**config.mk**
```make
export PLATFORM = sky130hd
export DESIGN_NAME = iag_irq_aggregator
export DESIGN_NICKNAME = d
export VERILOG_FILES = /design/src/pkg/iag_pkg.sv /design/src/hdl/iag_gpio_route.sv /design/src/hdl/iag_irq_aggregator.sv
export SDC_FILE = /design/constraint.sdc
export NUM_CORES = 1
export LEC_CHECK = 0
export BUFFER_PORTS_ARGS = -buffer_cell sky130_fd_sc_hd__buf_4
export CAP_MARGIN = 10
export CORE_ASPECT_RATIO = 1.1
export CORE_UTILIZATION = 38
export DETAILED_ROUTE_END_ITERATION = 8
export PLACE_DENSITY = 0.8
export SETUP_SLACK_MARGIN = 0.5
export SYNTH_ARGS = -nofsm -noshare
export SYNTH_HDL_FRONTEND = slang
export SYNTH_SLANG_ARGS = --single-unit
```
**constraint.sdc**
```tcl
create_clock -name clk_in -period 4.32 [get_ports clk_in]
set_clock_uncertainty 0.1 [all_clocks]
set_input_delay 0.864 -clock clk_in [delete_from_list [all_inputs] [get_ports clk_in]]
set_output_delay 0.864 -clock clk_in [all_outputs]
set_load 0.01 [all_outputs]
```
**src/pkg/iag_pkg.sv**
```systemverilog
// constants for the audio dsp interrupt aggregator
package iag_pkg;
	localparam int unsigned NUM_POS = 16;
	localparam int unsigned POS_SW1 = 15;
	localparam int unsigned POS_SW0 = 14;
	localparam int unsigned POS_RSV1 = 13;
	localparam int unsigned POS_RSV0 = 12;
	localparam int unsigned POS_TMR2 = 11;
	localparam int unsigned POS_TMR1 = 10;
	localparam int unsigned POS_DMA = 9;
	localparam int unsigned POS_WDOG = 8;
	localparam int unsigned POS_STBY = 7;
	localparam int unsigned POS_TWI = 6;
	localparam int unsigned POS_ASP2 = 5;
	localparam int unsigned POS_ASP1 = 4;
	localparam int unsigned POS_UART = 3;
	localparam int unsigned POS_SPP = 2;
	localparam int unsigned POS_GPIO = 1;
	localparam int unsigned POS_HOST = 0;
	localparam int unsigned GPIO_LINES = 17;
	localparam int unsigned GPIO_SEL_W = 5;
	// positions that carry an input request
	localparam logic [15:0] INPUT_MASK = 16'h0ffe;
	// edge select encodings per input position
	typedef enum logic [1:0] {
		IAG_LEVEL = 2'b00,
		IAG_RISE = 2'b01,
		IAG_FALL = 2'b10,
		IAG_BOTH = 2'b11
	} iag_edge_t;
	// gpio routing modes
	typedef enum logic [1:0] {
		IAG_GPIO_OFF = 2'b00,
		IAG_GPIO_DIRECT = 2'b01,
		IAG_GPIO_CASCADE = 2'b10
	} iag_gmode_t;
	localparam logic [15:0] RST_PEND = 16'h0000;
endpackage : iag_pkg

```
**src/hdl/iag_gpio_route.sv**
```systemverilog
// gpio interrupt routing: two direct core lines or one cascaded line
`timescale 1ns/10ps
module iag_gpio_route #(
	parameter int unsigned LINES = iag_pkg::GPIO_LINES,
	parameter int unsigned SEL_W = iag_pkg::GPIO_SEL_W
) (
	input wire logic clk_in,
	input wire logic rst_n_in,
	input wire logic [LINES-1:0] gpio_in,
	input wire iag_pkg::iag_gmode_t mode_in,
	input wire logic [SEL_W-1:0] sel_a_in,
	input wire logic [SEL_W-1:0] sel_b_in,
	output logic [1:0] core_irq_out,
	output logic cascade_n_out
);
	logic [1:0] core_d, core_q;
	logic casc_n_d, casc_n_q;
	logic bit_a, bit_b;

	always_comb begin
		bit_a = (32'(sel_a_in) < LINES) ? gpio_in[sel_a_in] : 1'b0;
		bit_b = (32'(sel_b_in) < LINES) ? gpio_in[sel_b_in] : 1'b0;
		core_d = 2'b00;
		casc_n_d = 1'b1;
		case (mode_in)
			iag_pkg::IAG_GPIO_DIRECT: begin
				core_d = {bit_b, bit_a};
			end
			iag_pkg::IAG_GPIO_CASCADE: begin
				casc_n_d = ~bit_a; // only one line cascades
			end
			default: begin
				core_d = 2'b00;
			end
		endcase
	end

	always_ff @(posedge clk_in or negedge rst_n_in) begin
		if (!rst_n_in) begin
			core_q <= 2'b00;
			casc_n_q <= 1'b1;
		end else begin
			core_q <= core_d;
			casc_n_q <= casc_n_d;
		end
	end

	assign core_irq_out = core_q;
	assign cascade_n_out = casc_n_q;
endmodule : iag_gpio_route

```
**src/hdl/iag_irq_aggregator.sv**
```systemverilog
// interrupt aggregator: conditioning, wake, software irqs, host pin
`timescale 1ns/10ps
// Behaviour
// - per-input conditioning with selectable edge behaviour
// - drives wake request and external host pin
// - positions 15, 14 are software core interrupts
// - fixed positions for peripheral interrupt sources
// - standby pin inverted, seen active high
// - position 1 gpio cascade is active low
// - gpio: two direct lines or one cascaded
// - host pin active low, driven by any host-enabled pending bit
module iag_irq_aggregator (
	input wire logic clk_in,
	input wire logic rst_n_in,
	input wire logic tmr2_irq_in,
	input wire logic tmr1_irq_in,
	input wire logic dma_irq_in,
	input wire logic wdog_irq_in,
	input wire logic standby_n_in,
	input wire logic twi_irq_in,
	input wire logic asp2_irq_in,
	input wire logic asp1_irq_in,
	input wire logic uart_irq_in,
	input wire logic spp_irq_in,
	input wire logic [1:0] rsv_irq_in,
	input wire logic [iag_pkg::GPIO_LINES-1:0] gpio_in,
	input wire iag_pkg::iag_gmode_t gpio_mode_in,
	input wire logic [iag_pkg::GPIO_SEL_W-1:0] gpio_sel_a_in,
	input wire logic [iag_pkg::GPIO_SEL_W-1:0] gpio_sel_b_in,
	input wire logic [31:0] edge_sel_in,
	input wire logic [15:0] enable_in,
	input wire logic [15:0] wake_en_in,
	input wire logic [15:0] host_en_in,
	input wire logic [15:0] clear_in,
	input wire logic [1:0] sw_set_in,
	input wire logic [1:0] sw_clr_in,
	output logic [15:0] pending_out,
	output logic [1:0] sw_irq_out,
	output logic [1:0] gpio_core_irq_out,
	output logic wake_out,
	output logic host_irq_n_out
);
	// reset images of the registered groups; the host pin idles released
	localparam logic [15:0] PREV_RST = 16'h0000;
	localparam logic [1:0] SW_RST = 2'b00;
	localparam logic WAKE_RST = 1'b0;
	localparam logic HOST_N_RST = 1'b1;
	// each position takes two bits of the edge select word
	localparam int unsigned EDGE_W = 2;

	// raw requests, all active high, one bit per aggregator position
	logic [15:0] raw;
	// per-position event after edge selection
	logic [15:0] hit;
	logic [15:0] prev_d;
	logic [15:0] prev_q;
	logic [15:0] pend_d;
	logic [15:0] pend_q;
	logic [1:0] sw_d;
	logic [1:0] sw_q;
	logic [15:0] wake_src;
	logic wake_d;
	logic wake_q;
	logic [15:0] host_src;
	logic host_n_d;
	logic host_n_q;
	// cascaded gpio request, still active low as the route delivers it
	logic casc_n;

	iag_gpio_route #(
		.LINES(iag_pkg::GPIO_LINES),
		.SEL_W(iag_pkg::GPIO_SEL_W)
	) u_route (
		.clk_in(clk_in),
		.rst_n_in(rst_n_in),
		.gpio_in(gpio_in),
		.mode_in(gpio_mode_in),
		.sel_a_in(gpio_sel_a_in),
		.sel_b_in(gpio_sel_b_in),
		.core_irq_out(gpio_core_irq_out),
		.cascade_n_out(casc_n)
	);

	always_comb begin
		raw = 16'h0000;
		raw[iag_pkg::POS_TMR2] = tmr2_irq_in;
		raw[iag_pkg::POS_TMR1] = tmr1_irq_in;
		raw[iag_pkg::POS_DMA] = dma_irq_in;
		raw[iag_pkg::POS_WDOG] = wdog_irq_in;
		raw[iag_pkg::POS_STBY] = ~standby_n_in;
		raw[iag_pkg::POS_TWI] = twi_irq_in;
		raw[iag_pkg::POS_ASP2] = asp2_irq_in;
		raw[iag_pkg::POS_ASP1] = asp1_irq_in;
		raw[iag_pkg::POS_UART] = uart_irq_in;
		raw[iag_pkg::POS_SPP] = spp_irq_in;
		raw[iag_pkg::POS_GPIO] = ~casc_n;
		// rsv_irq_in deliberately never reaches raw
		raw = raw & iag_pkg::INPUT_MASK;
	end

	// per-position edge selection on the conditioned, active-high level
	genvar g;
	generate
		for (g = 0; g < iag_pkg::NUM_POS; g++) begin : g_cond
			logic [EDGE_W-1:0] sel_code;
			logic now_lvl;
			logic was_lvl;
			logic sel_hit;
			assign sel_code = edge_sel_in[EDGE_W*g +: EDGE_W];
			assign now_lvl = raw[g];
			assign was_lvl = prev_q[g];
			// rise and fall compare against the level kept at the last edge
			always_comb begin
				case (iag_pkg::iag_edge_t'(sel_code))
					iag_pkg::IAG_LEVEL: begin
						sel_hit = now_lvl;
					end
					iag_pkg::IAG_RISE: begin
						sel_hit = now_lvl & ~was_lvl;
					end
					iag_pkg::IAG_FALL: begin
						sel_hit = ~now_lvl & was_lvl;
					end
					iag_pkg::IAG_BOTH: begin
						sel_hit = now_lvl ^ was_lvl;
					end
					default: begin
						sel_hit = 1'b0;
					end
				endcase
			end
			// level mode re-arms every cycle while the source stays high
			assign hit[g] = sel_hit;
		end
	endgenerate

	// edge history: the conditioned level sampled at the previous edge
	always_comb begin
		prev_d = raw;
	end

	always_ff @(posedge clk_in or negedge rst_n_in) begin
		if (!rst_n_in) begin
			// every conditioned input idles low, so no false edge follows
			prev_q <= PREV_RST;
		end else begin
			prev_q <= prev_d;
		end
	end

	// pending: sticky until cleared; set wins over clear so an event
	// arriving in the clearing cycle is never lost
	always_comb begin
		pend_d = pend_q & ~clear_in;
		pend_d = pend_d | (hit & enable_in);
		// reserved and output positions can never latch
		pend_d = pend_d & iag_pkg::INPUT_MASK;
	end

	always_ff @(posedge clk_in or negedge rst_n_in) begin
		if (!rst_n_in) begin
			pend_q <= iag_pkg::RST_PEND;
		end else begin
			pend_q <= pend_d;
		end
	end

	// software lines: set beats clear, as for the pending bits; the core
	// drops its own line by pulsing the matching clear input
	always_comb begin
		sw_d = sw_q & ~sw_clr_in;
		sw_d = sw_d | sw_set_in;
	end

	always_ff @(posedge clk_in or negedge rst_n_in) begin
		if (!rst_n_in) begin
			sw_q <= SW_RST;
		end else begin
			sw_q <= sw_d;
		end
	end

	// wake request: taken from the next pending value so it rises on the
	// same edge as the bit that causes it
	always_comb begin
		wake_src = pend_d & wake_en_in;
		wake_d = |wake_src;
	end

	always_ff @(posedge clk_in or negedge rst_n_in) begin
		if (!rst_n_in) begin
			wake_q <= WAKE_RST;
		end else begin
			wake_q <= wake_d;
		end
	end

	// host pin: active low and level driven; it stays asserted until
	// every host-enabled pending bit is cleared, so a host that acks
	// only the source and not the pending bit sees it stuck low
	always_comb begin
		host_src = pend_d & host_en_in;
		host_n_d = ~(|host_src);
	end

	always_ff @(posedge clk_in or negedge rst_n_in) begin
		if (!rst_n_in) begin
			host_n_q <= HOST_N_RST;
		end else begin
			host_n_q <= host_n_d;
		end
	end

	// every output is the flop itself, no logic after the registers
	// software lines land on core external inputs
	assign sw_irq_out = sw_q;
	assign pending_out = pend_q;
	assign wake_out = wake_q;
	assign host_irq_n_out = host_n_q;
endmodule : iag_irq_aggregator

```
## Word-level counts from Yosys, hierarchy flattened

Index checks and enable logic that the tools add are counted.

- Memory bits (writable): 0
- Memories: 0
- Bits in read-only memories: 0
- Output and inout bits: 22
- Logic and storage cells: 150
- Flip-flop bits (word level): 29
- Latch bits: 0
- Input port bits: 143

- Equal/unequal tests: 38
- Shift operators: 0
- Order comparisons: 4
- Muxes and demuxes: 20
- Divide/modulo/power cells: 0
- Reductions and logical operators: 15
- Multipliers: 0
- Add/sub/neg operators: 0
- Bitwise gates (word level): 66

Operators with widths:

| operator | number |
|---|---|
| $eq 2x2->1 const B | 25 |
| $pmux 1 s4 | 11 |
| $and 12x16->16 | 2 |
| $reduce_or 16->1 | 2 |
| $eq 2x1->1 const B | 13 |
| $and 12x12->12 | 2 |
| $logic_not 2->1 | 12 |
| $not 1->1 | 24 |
| $and 1x1->1 | 22 |
| $lt 5x6->1 const B | 2 |
| $not 12->12 | 1 |
| $or 12x12->12 | 1 |
| $xor 1x1->1 | 11 |
| $bmux 1 s5 | 2 |
| $lt 5x5->1 const B | 2 |
| $mux 1 | 6 |
| $reduce_or 4->1 | 1 |
| $and 2x2->2 | 1 |
| $mux 2 | 1 |
| $not 2->2 | 1 |
| $or 2x2->2 | 1 |

## Logic depth before layout (Yosys ltp)

Gate-level depths: netlist (run 1).

- Depth after elaboration: 8
- Depth in mapped cells: 7
- Mapped depth without buffers: 7

## By module

A second synthesis (run 1) with hierarchy kept.

- Cells, all modules: 254
- Area total of the unflattened synthesis: 2,404.8 µm²

By module, submodules not included:

| module | instances | area an instance (µm²) | cells each | seq. area each (µm²) |
|---|---|---|---|---|
| iag_irq_aggregator | 1 | 1,969.4 | 219 | 651.9 |
| iag_gpio_route | 1 | 435.4 | 35 | 76.3 |

## Worst setup path after synthesis (run 1)

No wires, ideal clock.

- Kind: input port to flip-flop
- From: input uart_irq_in
- To: register wake_q, in the netlist wake_out
- Data required time: 4.089 ns
- Setup slack: 1.925 ns
- Buffers on the path: 0
- Setup time: 0.131 ns
- Stages: 7
- Data arrival time: 2.164 ns
- Cell sequence: inv_1 -> ha_1 -> inv_1 -> mux4_2 -> nand3_1 -> nand4_1 -> or3_1

- Longest elaborated chain between the ends: 7
- Elaborated cells between the ends (all ways): 9
- Those cells by class: mux: 1; bitwise: 7; reduce/logical: 1

RTL lines:

| element | line | text |
|---|---|---|
| start, declared | iag_irq_aggregator.sv:23 | `input wire logic uart_irq_in,` |
| $not 1->1 | iag_irq_aggregator.sv:122 | `sel_hit = ~now_lvl & was_lvl;` |
| $and 1x1->1 | iag_irq_aggregator.sv:122 |  |
| $pmux 1 s4 (*) | iag_irq_aggregator.sv:114 | `case (iag_pkg::iag_edge_t'(sel_code))` |
| $and 12x12->12 (*) | iag_irq_aggregator.sv:155 | `pend_d = pend_d \| (hit & enable_in);` |
| $or 12x12->12 (*) | iag_irq_aggregator.sv:155 |  |
| $and 12x16->16 (*) | iag_irq_aggregator.sv:186 | `wake_src = pend_d & wake_en_in;` |
| $reduce_or 16->1 (*) | iag_irq_aggregator.sv:187 | `wake_d = \|wake_src;` |
| named net wake_d | iag_irq_aggregator.sv:62 | `logic wake_d;` |
| end signal, assigned | iag_irq_aggregator.sv:194 | `wake_q <= wake_d;` |
| end, declared | iag_irq_aggregator.sv:63 | `logic wake_q;` |

Mark *: on every way through the listed nets, which the timed path passes. The rest lies on a longest branch.

## Worst setup path in the final report (run 1)

- From: input wdog_irq_in
- To: register wake_q, in the netlist wake_out

- Longest elaborated chain between the ends: 7
- Elaborated cells between the ends (all ways): 9
- Those cells by class: mux: 1; bitwise: 7; reduce/logical: 1

RTL lines:

| element | line | text |
|---|---|---|
| start, declared | iag_irq_aggregator.sv:18 | `input wire logic wdog_irq_in,` |
| $not 1->1 | iag_irq_aggregator.sv:122 |  |
| $and 1x1->1 | iag_irq_aggregator.sv:122 |  |
| $pmux 1 s4 (*) | iag_irq_aggregator.sv:114 |  |
| $and 12x12->12 (*) | iag_irq_aggregator.sv:155 |  |
| $or 12x12->12 (*) | iag_irq_aggregator.sv:155 |  |
| $and 12x16->16 (*) | iag_irq_aggregator.sv:186 |  |
| $reduce_or 16->1 (*) | iag_irq_aggregator.sv:187 |  |
| named net wake_d | iag_irq_aggregator.sv:62 |  |

Marked as above.

==> impl_metrics.py, run 1 <==
metrics = {
    "sta": {
        "maxSlewViolCount": 0,
        "min_period_ns": 2.31,
        "fin_crit_sh": 0.536,
        "fin_tns_setup_ns": 0,
        "hold_viol_final": 0,
        "rsz0062_at_grt": "no",
        "setup_slack_ns": 2.01,
        "hold_ws_ns": 0.391,
        "finalSetupViolations": 0,
        "max_freq_ghz": 0.432,
    },
    "die": {
        "die_y_microns": 83.2,
        "dieArea_sq_um": 6310,
        "io_pins": 165,
        "die_x_microns": 75.8,
        "initial_core_util": 0.395,
        "core_sq_um": 5770,
        "std_cell_rows": 29,
    },
    "power_and_ir_drop": {
        "p_int_uw": 557,
        "combPwrFrac": 0.326,
        "sw_frac_of_total": 0.291,
        "clkPwrFrac": 0.276,
        "ir_drop_mv": 0.132,
        "power_frac_seq": 0.398,
        "power_switching_uw": 228,
        "p_leak_uw": 0.00175,
        "power.density_nw_per_um2": 233,
    },
    "yosys": {
        "yosys_warnings": 0,
        "postSynthCellCount": 230,
        "ys_async_sr_fraction": 1.00,
        "yosys.area.top_type": "dfrtp_1",
        "mappedNetlistArea_sq_um": 2280,
        "synth_area_leaders": "dfrtp_1, mux4_2, ha_1, inv_1, nand3b_1",
        "synth_edf_count": 0,
        "synth_flop_cell": "dfrtp_1",
        "ys_seq_area_frac": 0.320,
        "synth-seq-cells": 29,
        "avgSynthCellArea_sq_um": 9.91,
        "netlist.area_leader.share": 0.297,
        "synth_cell_types": 37,
    },
    "setup_path": {
        "worstReg2RegStart": "u_route.cascade_n_out",
        "cp_slowest_cell": "mux4_2",
        "cp-end-kind": "register",
        "path_max_fanout": 4,
        "cp-start-kind": "input pin",
        "cp_slowest_stage_delay_ns": 0.50,
        "crit_chain": "buf_4 > inv_1 > ha_1 > inv_1 > mux4_2 > nand3_1 > nand4_1 > or3_1",
        "arrival_ns": 2.38,
        "crit_required_ns": 4.38,
        "r2r_setup_slack_ns": 2.15,
        "cp-startpoint": "wdog_irq_in",
        "critical_path_class": "input pin to register",
        "crit_top_cell": "inv_1",
    },
    "clocking": {
        "cts.htree.levels": 2,
        "hold_buffers": 0,
        "numCtsBuffers": 5,
        "clkLatencyLatePin_ns": 0.28,
        "path_clk_slew_ns": 0.07,
        "cts_setup_buffers": 0,
        "cts.sinks": 29,
        "root_buffer": "clkbuf_8",
        "cts_buffer_depth": 2,
        "cts_tree": "built",
        "cts_resized": 0,
    },
    "placed_design": {
        "dp_slack_ns": 1.69,
        "portBuffers": 127,
        "dp.cells": 432,
        "place_hpwl_microns": 5430,
        "place_area_sq_um": 3290,
        "gp_congestion": 0.792,
    },
    "grt": {
        "grt-ovfl-total": 0,
        "antenna_found_initial": 0,
        "grt_usage": 0.208,
        "first_global_vias": 2337,
        "grt_pass1_wl_microns": 9860,
        "grt_max_degree": 30,
    },
    "final_layout": {
        "fill_cells": 511,
        "nets": 527,
        "regArea_sq_um": 728,
        "area.growth.synth_to_final_pct": 48.2,
        "drive_above_1_share": 0.424,
        "diodes": 0,
        "fin_area_sq_um": 3380,
        "multi_input_area_sq_um": 1360,
        "final_cells": 440,
    },
    "route": {
        "drt-initial-drc-count": 71,
        "drt-total-wl_microns": 6290,
        "ant_nets": 0,
        "viasPerCell": 4.98,
        "drc": 0,
        "wire_per_inst_microns": 14.3,
        "dr.pass1.iters": 4,
        "dr_total_vias": 2192,
    },
    "run_status": {
        "status": "completed",
    },
    "min_path": {
        "min_from": "u_route.cascade_n_out",
        "hold_class": "register to register",
    },
    "flow_run": {
        "drv_cap": 0,
    },
}
## cells in the final DEF (no fill, tap or decap), drive strengths merged, types with 4 or more instances in the layout
master and count:
nand3b 18, clkbuf 6, dfrtp 27, nand3 16
mux4 16, nor2 6, nor2b 4, ha 22
buf 127, mux2i 4, conb 5, nand4 8
nand2 14, inv 42, o21ai 11
## cell type report
type,instances,area share
multi-input combinational,157,0.402
inverter,42,0.0467
tap,77,0.0285
clock buffer,6,0.0215
timing repair buffer,127,0.282
clock inverter,2,0.00296
sequential,29,0.216
## worst paths after layout
| check | end | cells after the start |
|---|---|---|
| max in group asynchronous | u_route.cascade_n_out | 1 |
| max reg2reg | wake_out | 7 |
| max | wake_out | 8 |
| min | prev_q[1] | 1 |
| min in group asynchronous | prev_q[2] | 1 |
| min reg2reg | prev_q[1] | 1 |
## metrics by stage
stage / utilization / total power, uW
floorplan: - / 427
global placement: 0.571 / 565
detailed placement: 0.571 / 576
CTS: 0.585 / 796
global route: 0.585 / 837
finish: 0.585 / 786
## Yosys cell counts, drive strengths merged (2+ instances only)
library cell	count
nand2	14
mux2i	4
mux4	16
a211o	2
nor3	3
nand2b	3
nor2	6
a21oi	3
a21o	2
dfrtp	27
dfstp	2
and2	2
nand4	8
or2	3
inv	42
a211oi	2
ha	22
o32ai	2
o21ai	11
or3	2
nor2b	4
nand3	16
buf	6
nand3b	18
## cell families after synthesis
group	after synthesis	share of synthesized area
other	1	0.00165
and+or+nand+nor	83	0.208
adders and majority gates	22	0.121
muxes	20	0.181
DFF	29	0.320
buffers and inverters	48	0.0906
AOI/OAI and AO/OA	27	0.0785
## state kept, by name, indices dropped and copies added, names as in the netlist
name,count
pending_out,11
sw_irq_out,2
u_route.cascade_n_out,1
prev_q,11
host_irq_n_out,1
u_route.core_irq_out,2
wake_out,1
## per-layer routing
layer  vias to the layer above  global-route usage  wire, microns
met1                       991               0.198           2240
li1                       1073                   -              -
met3                        16              0.0546            634
met2                       112               0.404           3280
met4                         0              0.0673            136
met5                         -                   0              0
## power groups by stage
| stage | combinational (uW) | clock [uW] | sequential (uW) |
|---|---|---|---|
| floorplan | 103 | 0 | 324 |
| global placement | 249 | 0 | 316 |
| detailed placement | 258 | 0 | 318 |
| CTS | 259 | 225 | 313 |
| global route | 285 | 235 | 316 |
| finish | 256 | 217 | 313 |
## worst max-delay path: cells and delay by family
family,cells,cell delay [ns]
fa+ha+maj,1,0.26
buf+inv,3,0.17
simple gates,3,0.59
mux,1,0.50
Note: power is estimated with default switching activity, not from simulation.
==> run 2, diff against run 1 <==
Settings changed: CORE_UTILIZATION 38 to 37, PLACE_DENSITY 0.8 to 0.81.
Clock period 4.32 ns to 2 ns, I/O delays scaled along.
==> run 2 against run 1 <==
Effect of this change:
- the flow now finishes with violations (negative setup slack)
- wire length increased by 4.5%
- via count up 2.3%
- non-clock buffer count increased by 11
- count of clock-buffer cells in the layout unchanged
- power increased by 130%
- critical path depth decreased by 1
- global-route usage decreased by 0.18 points
- combinational power rose by 140%
- setup slack lost 2.1 ns
- sequential power grew 120%
- design area rose by 6.4%
- final cell count is 2.5% higher
- critical path type is now register to register
- largest cell class unchanged
==> impl_metrics.py, run 2 (synthesized netlist as in run 1, its figures left out) <==
metrics = {
    "setup_path": {
        "r2r_setup_slack_ns": -0.11,
        "crit_top_cell": "inv_2",
        "cp-end-kind": "register",
        "arrival_ns": 2.17,
        "worstReg2RegStart": "u_route.cascade_n_out",
        "crit_chain": "inv_2 > ha_4 > inv_2 > mux4_2 > nand3_2 > nand4_1 > or3_1",
        "critical_path_class": "register to register",
        "path_buf_inv": 2,
        "path_max_fanout": 3,
        "cp-startpoint": "u_route.cascade_n_out",
        "cp-start-kind": "register",
        "cp_slowest_cell": "dfstp_2",
        "crit_family": "flip-flops",
        "cp_slowest_stage_delay_ns": 0.55,
        "crit_required_ns": 2.06,
    },
    "final_layout": {
        "final_core_util": 0.615,
        "mostFrequentLayoutCell": "buf_4",
        "diodes": 0,
        "final_cell_mix": "buf_4, inv_1, dfrtp_1, ha_1, nand3b_1",
        "drive_above_1_share": 0.505,
        "nets": 538,
        "area.growth.synth_to_final_pct": 57.7,
    },
    "power_and_ir_drop": {
        "power_frac_seq": 0.380,
        "ir_drop_mv": 0.258,
        "power.density_nw_per_um2": 498,
        "sw_frac_of_total": 0.303,
        "combPwrFrac": 0.350,
        "power_switching_uw": 542,
        "clkPwrFrac": 0.271,
        "p_leak_uw": 0.00182,
        "p_int_uw": 1250,
    },
    "placed_design": {
        "place_hpwl_microns": 5420,
        "portBuffers": 127,
        "gp_congestion": 0.767,
    },
    "sta": {
        "maxSlewViolCount": 0,
        "min_period_ns": 2.11,
        "fin_crit_sh": 1.05,
        "rsz0062_at_grt": "yes",
        "fin_tns_setup_ns": -0.211,
        "setup_slack_ns": -0.106,
        "max_freq_ghz": 0.475,
        "hold_viol_final": 0,
        "finalSetupViolations": 2,
    },
    "min_path": {
        "hold_class": "input pin to register",
        "min_from": "spp_irq_in",
    },
    "route": {
        "viasPerCell": 4.97,
        "drt-total-wl_microns": 6570,
        "wire_per_inst_microns": 14.6,
        "drt-initial-drc-count": 81,
        "drc": 0,
        "ant_nets": 0,
        "dr.pass1.iters": 6,
        "dr_total_vias": 2242,
    },
    "grt": {
        "antenna_found_initial": 0,
        "grt_max_degree": 30,
        "grt_pass1_wl_microns": 10300,
        "grt-ovfl-total": 0,
        "grt_usage": 0.206,
        "first_global_vias": 2276,
    },
    "run_status": {
        "status": "complete, but fails checks",
        "failed_checks": "negative setup slack",
    },
    "clocking": {
        "cts.htree.levels": 2,
        "cts_tree": "built",
        "clkLatencyLatePin_ns": 0.29,
        "cts_buffer_depth": 2,
        "cts.sinks": 29,
        "numCtsBuffers": 5,
        "path_clk_slew_ns": 0.07,
        "root_buffer": "clkbuf_8",
    },
    "die": {
        "dieArea_sq_um": 6480,
        "std_cell_rows": 29,
        "io_pins": 165,
        "die_x_microns": 76.8,
        "die_y_microns": 84.3,
        "initial_core_util": 0.390,
        "core_sq_um": 5840,
    },
    "flow_run": {
        "drv_cap": 0,
    },
}
## run 2: cell types whose count changed in the layout (fill, tap and decap cells not counted), moves of 2 or more
cell	delta
inv_1	-10
inv_2	+9
o21ai_0	-8
o21ai_1	+7
nand2_1	-6
buf_4	+5
buf_6	+5
nand2_2	+5
ha_1	-2
ha_4	+2
o32ai_1	-2
## run 2: area by class of cell
type                            instances  area [sq um]
Timing Repair Buffer                  138          1060
Inverter                               42           160
Multi-Input combinational cell        157          1470
Tap cell                               77          96.3
Fill cell                             517          2250
Sequential cell                        29           728
Clock buffer                            6          72.6
Clock inverter                          2          10.0
## run 2: through the flow
stage | hold WS (ns) | setup slack (ns) | cell area [sq um] | std cells | power [uW]
6_report | 0.149 | -0.106 | 3590 | 451 | 1790
5_1_grt | 0.139 | -0.175 | 3590 | 451 | 1900
3_3_place_gp | 0.252 | -0.138 | 3380 | 439 | 1250
4_1_cts | 0.141 | -0.107 | 3550 | 450 | 1790
3_5_place_dp | 0.255 | -0.142 | 3380 | 439 | 1280
2_1_floorplan | 0.00441 | 0.0473 | 2330 | 234 | 932
## run 2: final timing paths
kind	to	depth (start not counted)
max in group asynchronous	u_route.cascade_n_out	2
worst max register to register	wake_out	7
worst min-delay path	prev_q[2]	1
worst min register to register	sw_irq_out[1]	1
min in group asynchronous	pending_out[7]	2
worst max-delay path	wake_out	7
## run 2: power groups by stage
stage               Combinational (uW)  Sequential (uW)  Clock, uW
detailed placement                 586              690          0
floorplan                          230              701          0
CTS                                613              679        495
global placement                   567              687          0
global route                       684              686        528
finish                             626              679        484
## run 2: layer usage
| layer | vias up | global-route usage | share of wire | wire length [microns] |
|---|---|---|---|---|
| met4 | 0 | 0.0612 | 0.014 | 89 |
| met1 | 1035 | 0.229 | 0.39 | 2580 |
| li1 | 1092 | - | - | - |
| met3 | 10 | 0.0489 | 0.078 | 510 |
| met2 | 105 | 0.385 | 0.52 | 3400 |
| met5 | - | 0 | 0 | 0 |
## run 2: timing repair
item                                   4_1_cts  5_1_grt
setup endpoints to repair                   12       12
buffers inserted                             2        1
hold buffers                                 1        0
pin swaps                                    6        4
resized for setup                           14        9
endpoints found under the hold margin       27        0
==> run 3, diff against run 2 <==
Settings changed: BUFFER_PORTS_ARGS -buffer_cell sky130_fd_sc_hd__buf_4 to -buffer_cell sky130_fd_sc_hd__buf_2, RECOVER_POWER set to 100.
==> run 3 against run 2 <==
Effect of this change:
- the flow finishes with violations (max-capacitance violations, max-slew violations, negative setup slack)
- maximum frequency grew 0.34%
- global-route usage down 0.69 points
- largest cell class unchanged
- sequential share of layout area is 2.3 points higher
- critical path depth is the same
- die area stayed put
- sequential cell count is the same
- non-clock buffer count grew 1
- design area decreased by 10%
- final cell count rose by 0.22%
==> impl_metrics.py, run 3 (synthesized netlist as in run 1, its figures left out) <==
metrics = {
    "die": {
        "initial_core_util": 0.390,
        "die_x_microns": 76.8,
        "io_pins": 165,
        "core_sq_um": 5840,
        "die_y_microns": 84.3,
        "std_cell_rows": 29,
        "dieArea_sq_um": 6480,
    },
    "route": {
        "dr_total_vias": 2277,
        "drt-total-wl_microns": 6400,
        "drt-initial-drc-count": 76,
        "wire_per_inst_microns": 14.1,
        "ant_nets": 0,
        "dr.pass1.iters": 4,
        "viasPerCell": 5.04,
        "drc": 0,
    },
    "sta": {
        "rsz0062_at_grt": "yes",
        "fin_crit_sh": 1.05,
        "hold_viol_final": 0,
        "maxSlewViolCount": 30,
        "maxSlewHeadroom": -0.112,
        "min_period_ns": 2.10,
        "tightestPinTransition_ns": 1.67,
        "max_freq_ghz": 0.477,
        "setup_slack_ns": -0.0986,
        "hold_ws_ns": 0.191,
        "finalSetupViolations": 2,
    },
    "run_status": {
        "failed_checks": "max-capacitance violations, max-slew violations, negative setup slack",
        "status": "complete, but fails checks",
    },
    "setup_path": {
        "crit_family": "flip-flops",
        "critical_path_class": "register to register",
        "cp_slowest_stage_delay_ns": 0.54,
        "path_max_fanout": 3,
        "crit_chain": "inv_2 > ha_4 > inv_2 > mux4_2 > nand3_2 > nand4_1 > or3_1",
        "cp_slowest_cell": "dfstp_2",
        "worstReg2RegStart": "u_route.cascade_n_out",
        "path_buf_inv": 2,
        "arrival_ns": 2.16,
        "cp-end-kind": "register",
        "crit_required_ns": 2.06,
        "crit_top_cell": "inv_2",
        "cp_num_cells": 7,
        "r2r_setup_slack_ns": -0.1,
        "worstReg2RegEnd": "wake_out",
        "worst-r2r-cell-count": 7,
        "cp-start-kind": "register",
    },
    "power_and_ir_drop": {
        "total_power_uw": 1750,
        "power.density_nw_per_um2": 542,
        "power_frac_seq": 0.388,
        "p_int_uw": 1210,
        "power_switching_uw": 538,
        "ir_drop_mv": 0.221,
        "combPwrFrac": 0.298,
        "clkPwrFrac": 0.314,
        "sw_frac_of_total": 0.307,
        "p_leak_uw": 0.00161,
    },
    "grt": {
        "grtUsageMet1": 0.234,
        "antenna_found_initial": 0,
        "grt_pass1_wl_microns": 10100,
        "first_global_vias": 2172,
        "grt-ovfl-total": 0,
        "top_usage_layer": "met2",
        "grt.met3_usage": 0.0370,
        "grt_use_met2": 0.364,
        "grt_usage": 0.199,
        "grt_max_degree": 30,
    },
    "min_path": {
        "hold-path-endpoint": "prev_q[4]",
        "min_path_cells": 1,
        "hold_class": "input pin to register",
        "min_from": "asp1_irq_in",
    },
    "final_layout": {
        "drive_above_1_share": 0.427,
        "final_core_util": 0.552,
        "area.growth.synth_to_final_pct": 41.6,
        "fin_area_sq_um": 3230,
        "diodes": 0,
        "final_cells": 452,
        "mostFrequentLayoutCell": "buf_2",
        "nets": 539,
        "final_cell_mix": "buf_2, clkbuf_1, inv_1, dfrtp_1",
    },
    "placed_design": {
        "portBuffers": 127,
        "gp_congestion": 0.778,
        "place_area_sq_um": 3080,
        "place_hpwl_microns": 5160,
        "dp.cells": 441,
    },
    "clocking": {
        "path_clk_slew_ns": 0.07,
        "cts_buffer_depth": 2,
        "hold_buffers": 0,
        "cts_tree": "built",
        "numCtsBuffers": 5,
        "clkLatencyLatePin_ns": 0.28,
        "cts.htree.levels": 2,
        "cts.sinks": 29,
        "root_buffer": "clkbuf_8",
    },
    "flow_run": {
        "drv_cap": 1,
    },
}
## run 3: cell count changes in the layout (fill, tap and decap cells not counted), sizes merged
cell	delta
clkinv	-1
clkdlybuf4s25	+1
buf	-33
clkbuf	+35
dlygate4sd3	-1
## run 3: repair_timing
| action | 4_1_cts | 5_1_grt |
|---|---|---|
| buffers inserted | 2 | 1 |
| gates resized for setup | 20 | 15 |
| endpoints found under the setup margin | 14 | 14 |
| pin swaps | 9 | 5 |
## run 3: metrics by stage
step                setup TNS [ns]  setup slack (ns)
finish                      -0.101           -0.0986
global route                -0.245            -0.135
CTS                        -0.0933           -0.0933
detailed placement          -0.337            -0.189
global placement            -0.278            -0.153
floorplan                        0            0.0473
## run 3: final cells by class
class / count / area (sq um)
well taps: 77 / 96.3
clock buffers: 7 / 96.3
inverters: 42 / 160
fillers: 542 / 2620
flip-flops and latches: 29 / 728
clock inverters: 1 / 5.00
repair buffers: 139 / 683
multi-input cells: 157 / 1460
## run 3: how the worst max path moves through the flow
stage                          startpoint       end  slack [ns]
finish              u_route.cascade_n_out  wake_out        -0.1
global route        u_route.cascade_n_out  wake_out       -0.14
CTS                 u_route.cascade_n_out  wake_out       -0.09
detailed placement             dma_irq_in  wake_out       -0.19
global placement               dma_irq_in  wake_out       -0.15
floorplan           u_route.cascade_n_out  wake_out        0.05
## run 3: per-layer routing
metal	vias up	wire, microns
met4	0	85
li1	1099	-
met1	1071	2610
met3	8	422
met2	99	3270
met5	-	0
## run 3: power groups by stage
stage	combinational (uW)	sequential, uW	clock, uW
2_1_floorplan	230	701	0
3_3_place_gp	489	684	0
3_5_place_dp	510	687	0
4_1_cts	544	677	571
5_1_grt	576	685	596
6_report	521	679	549
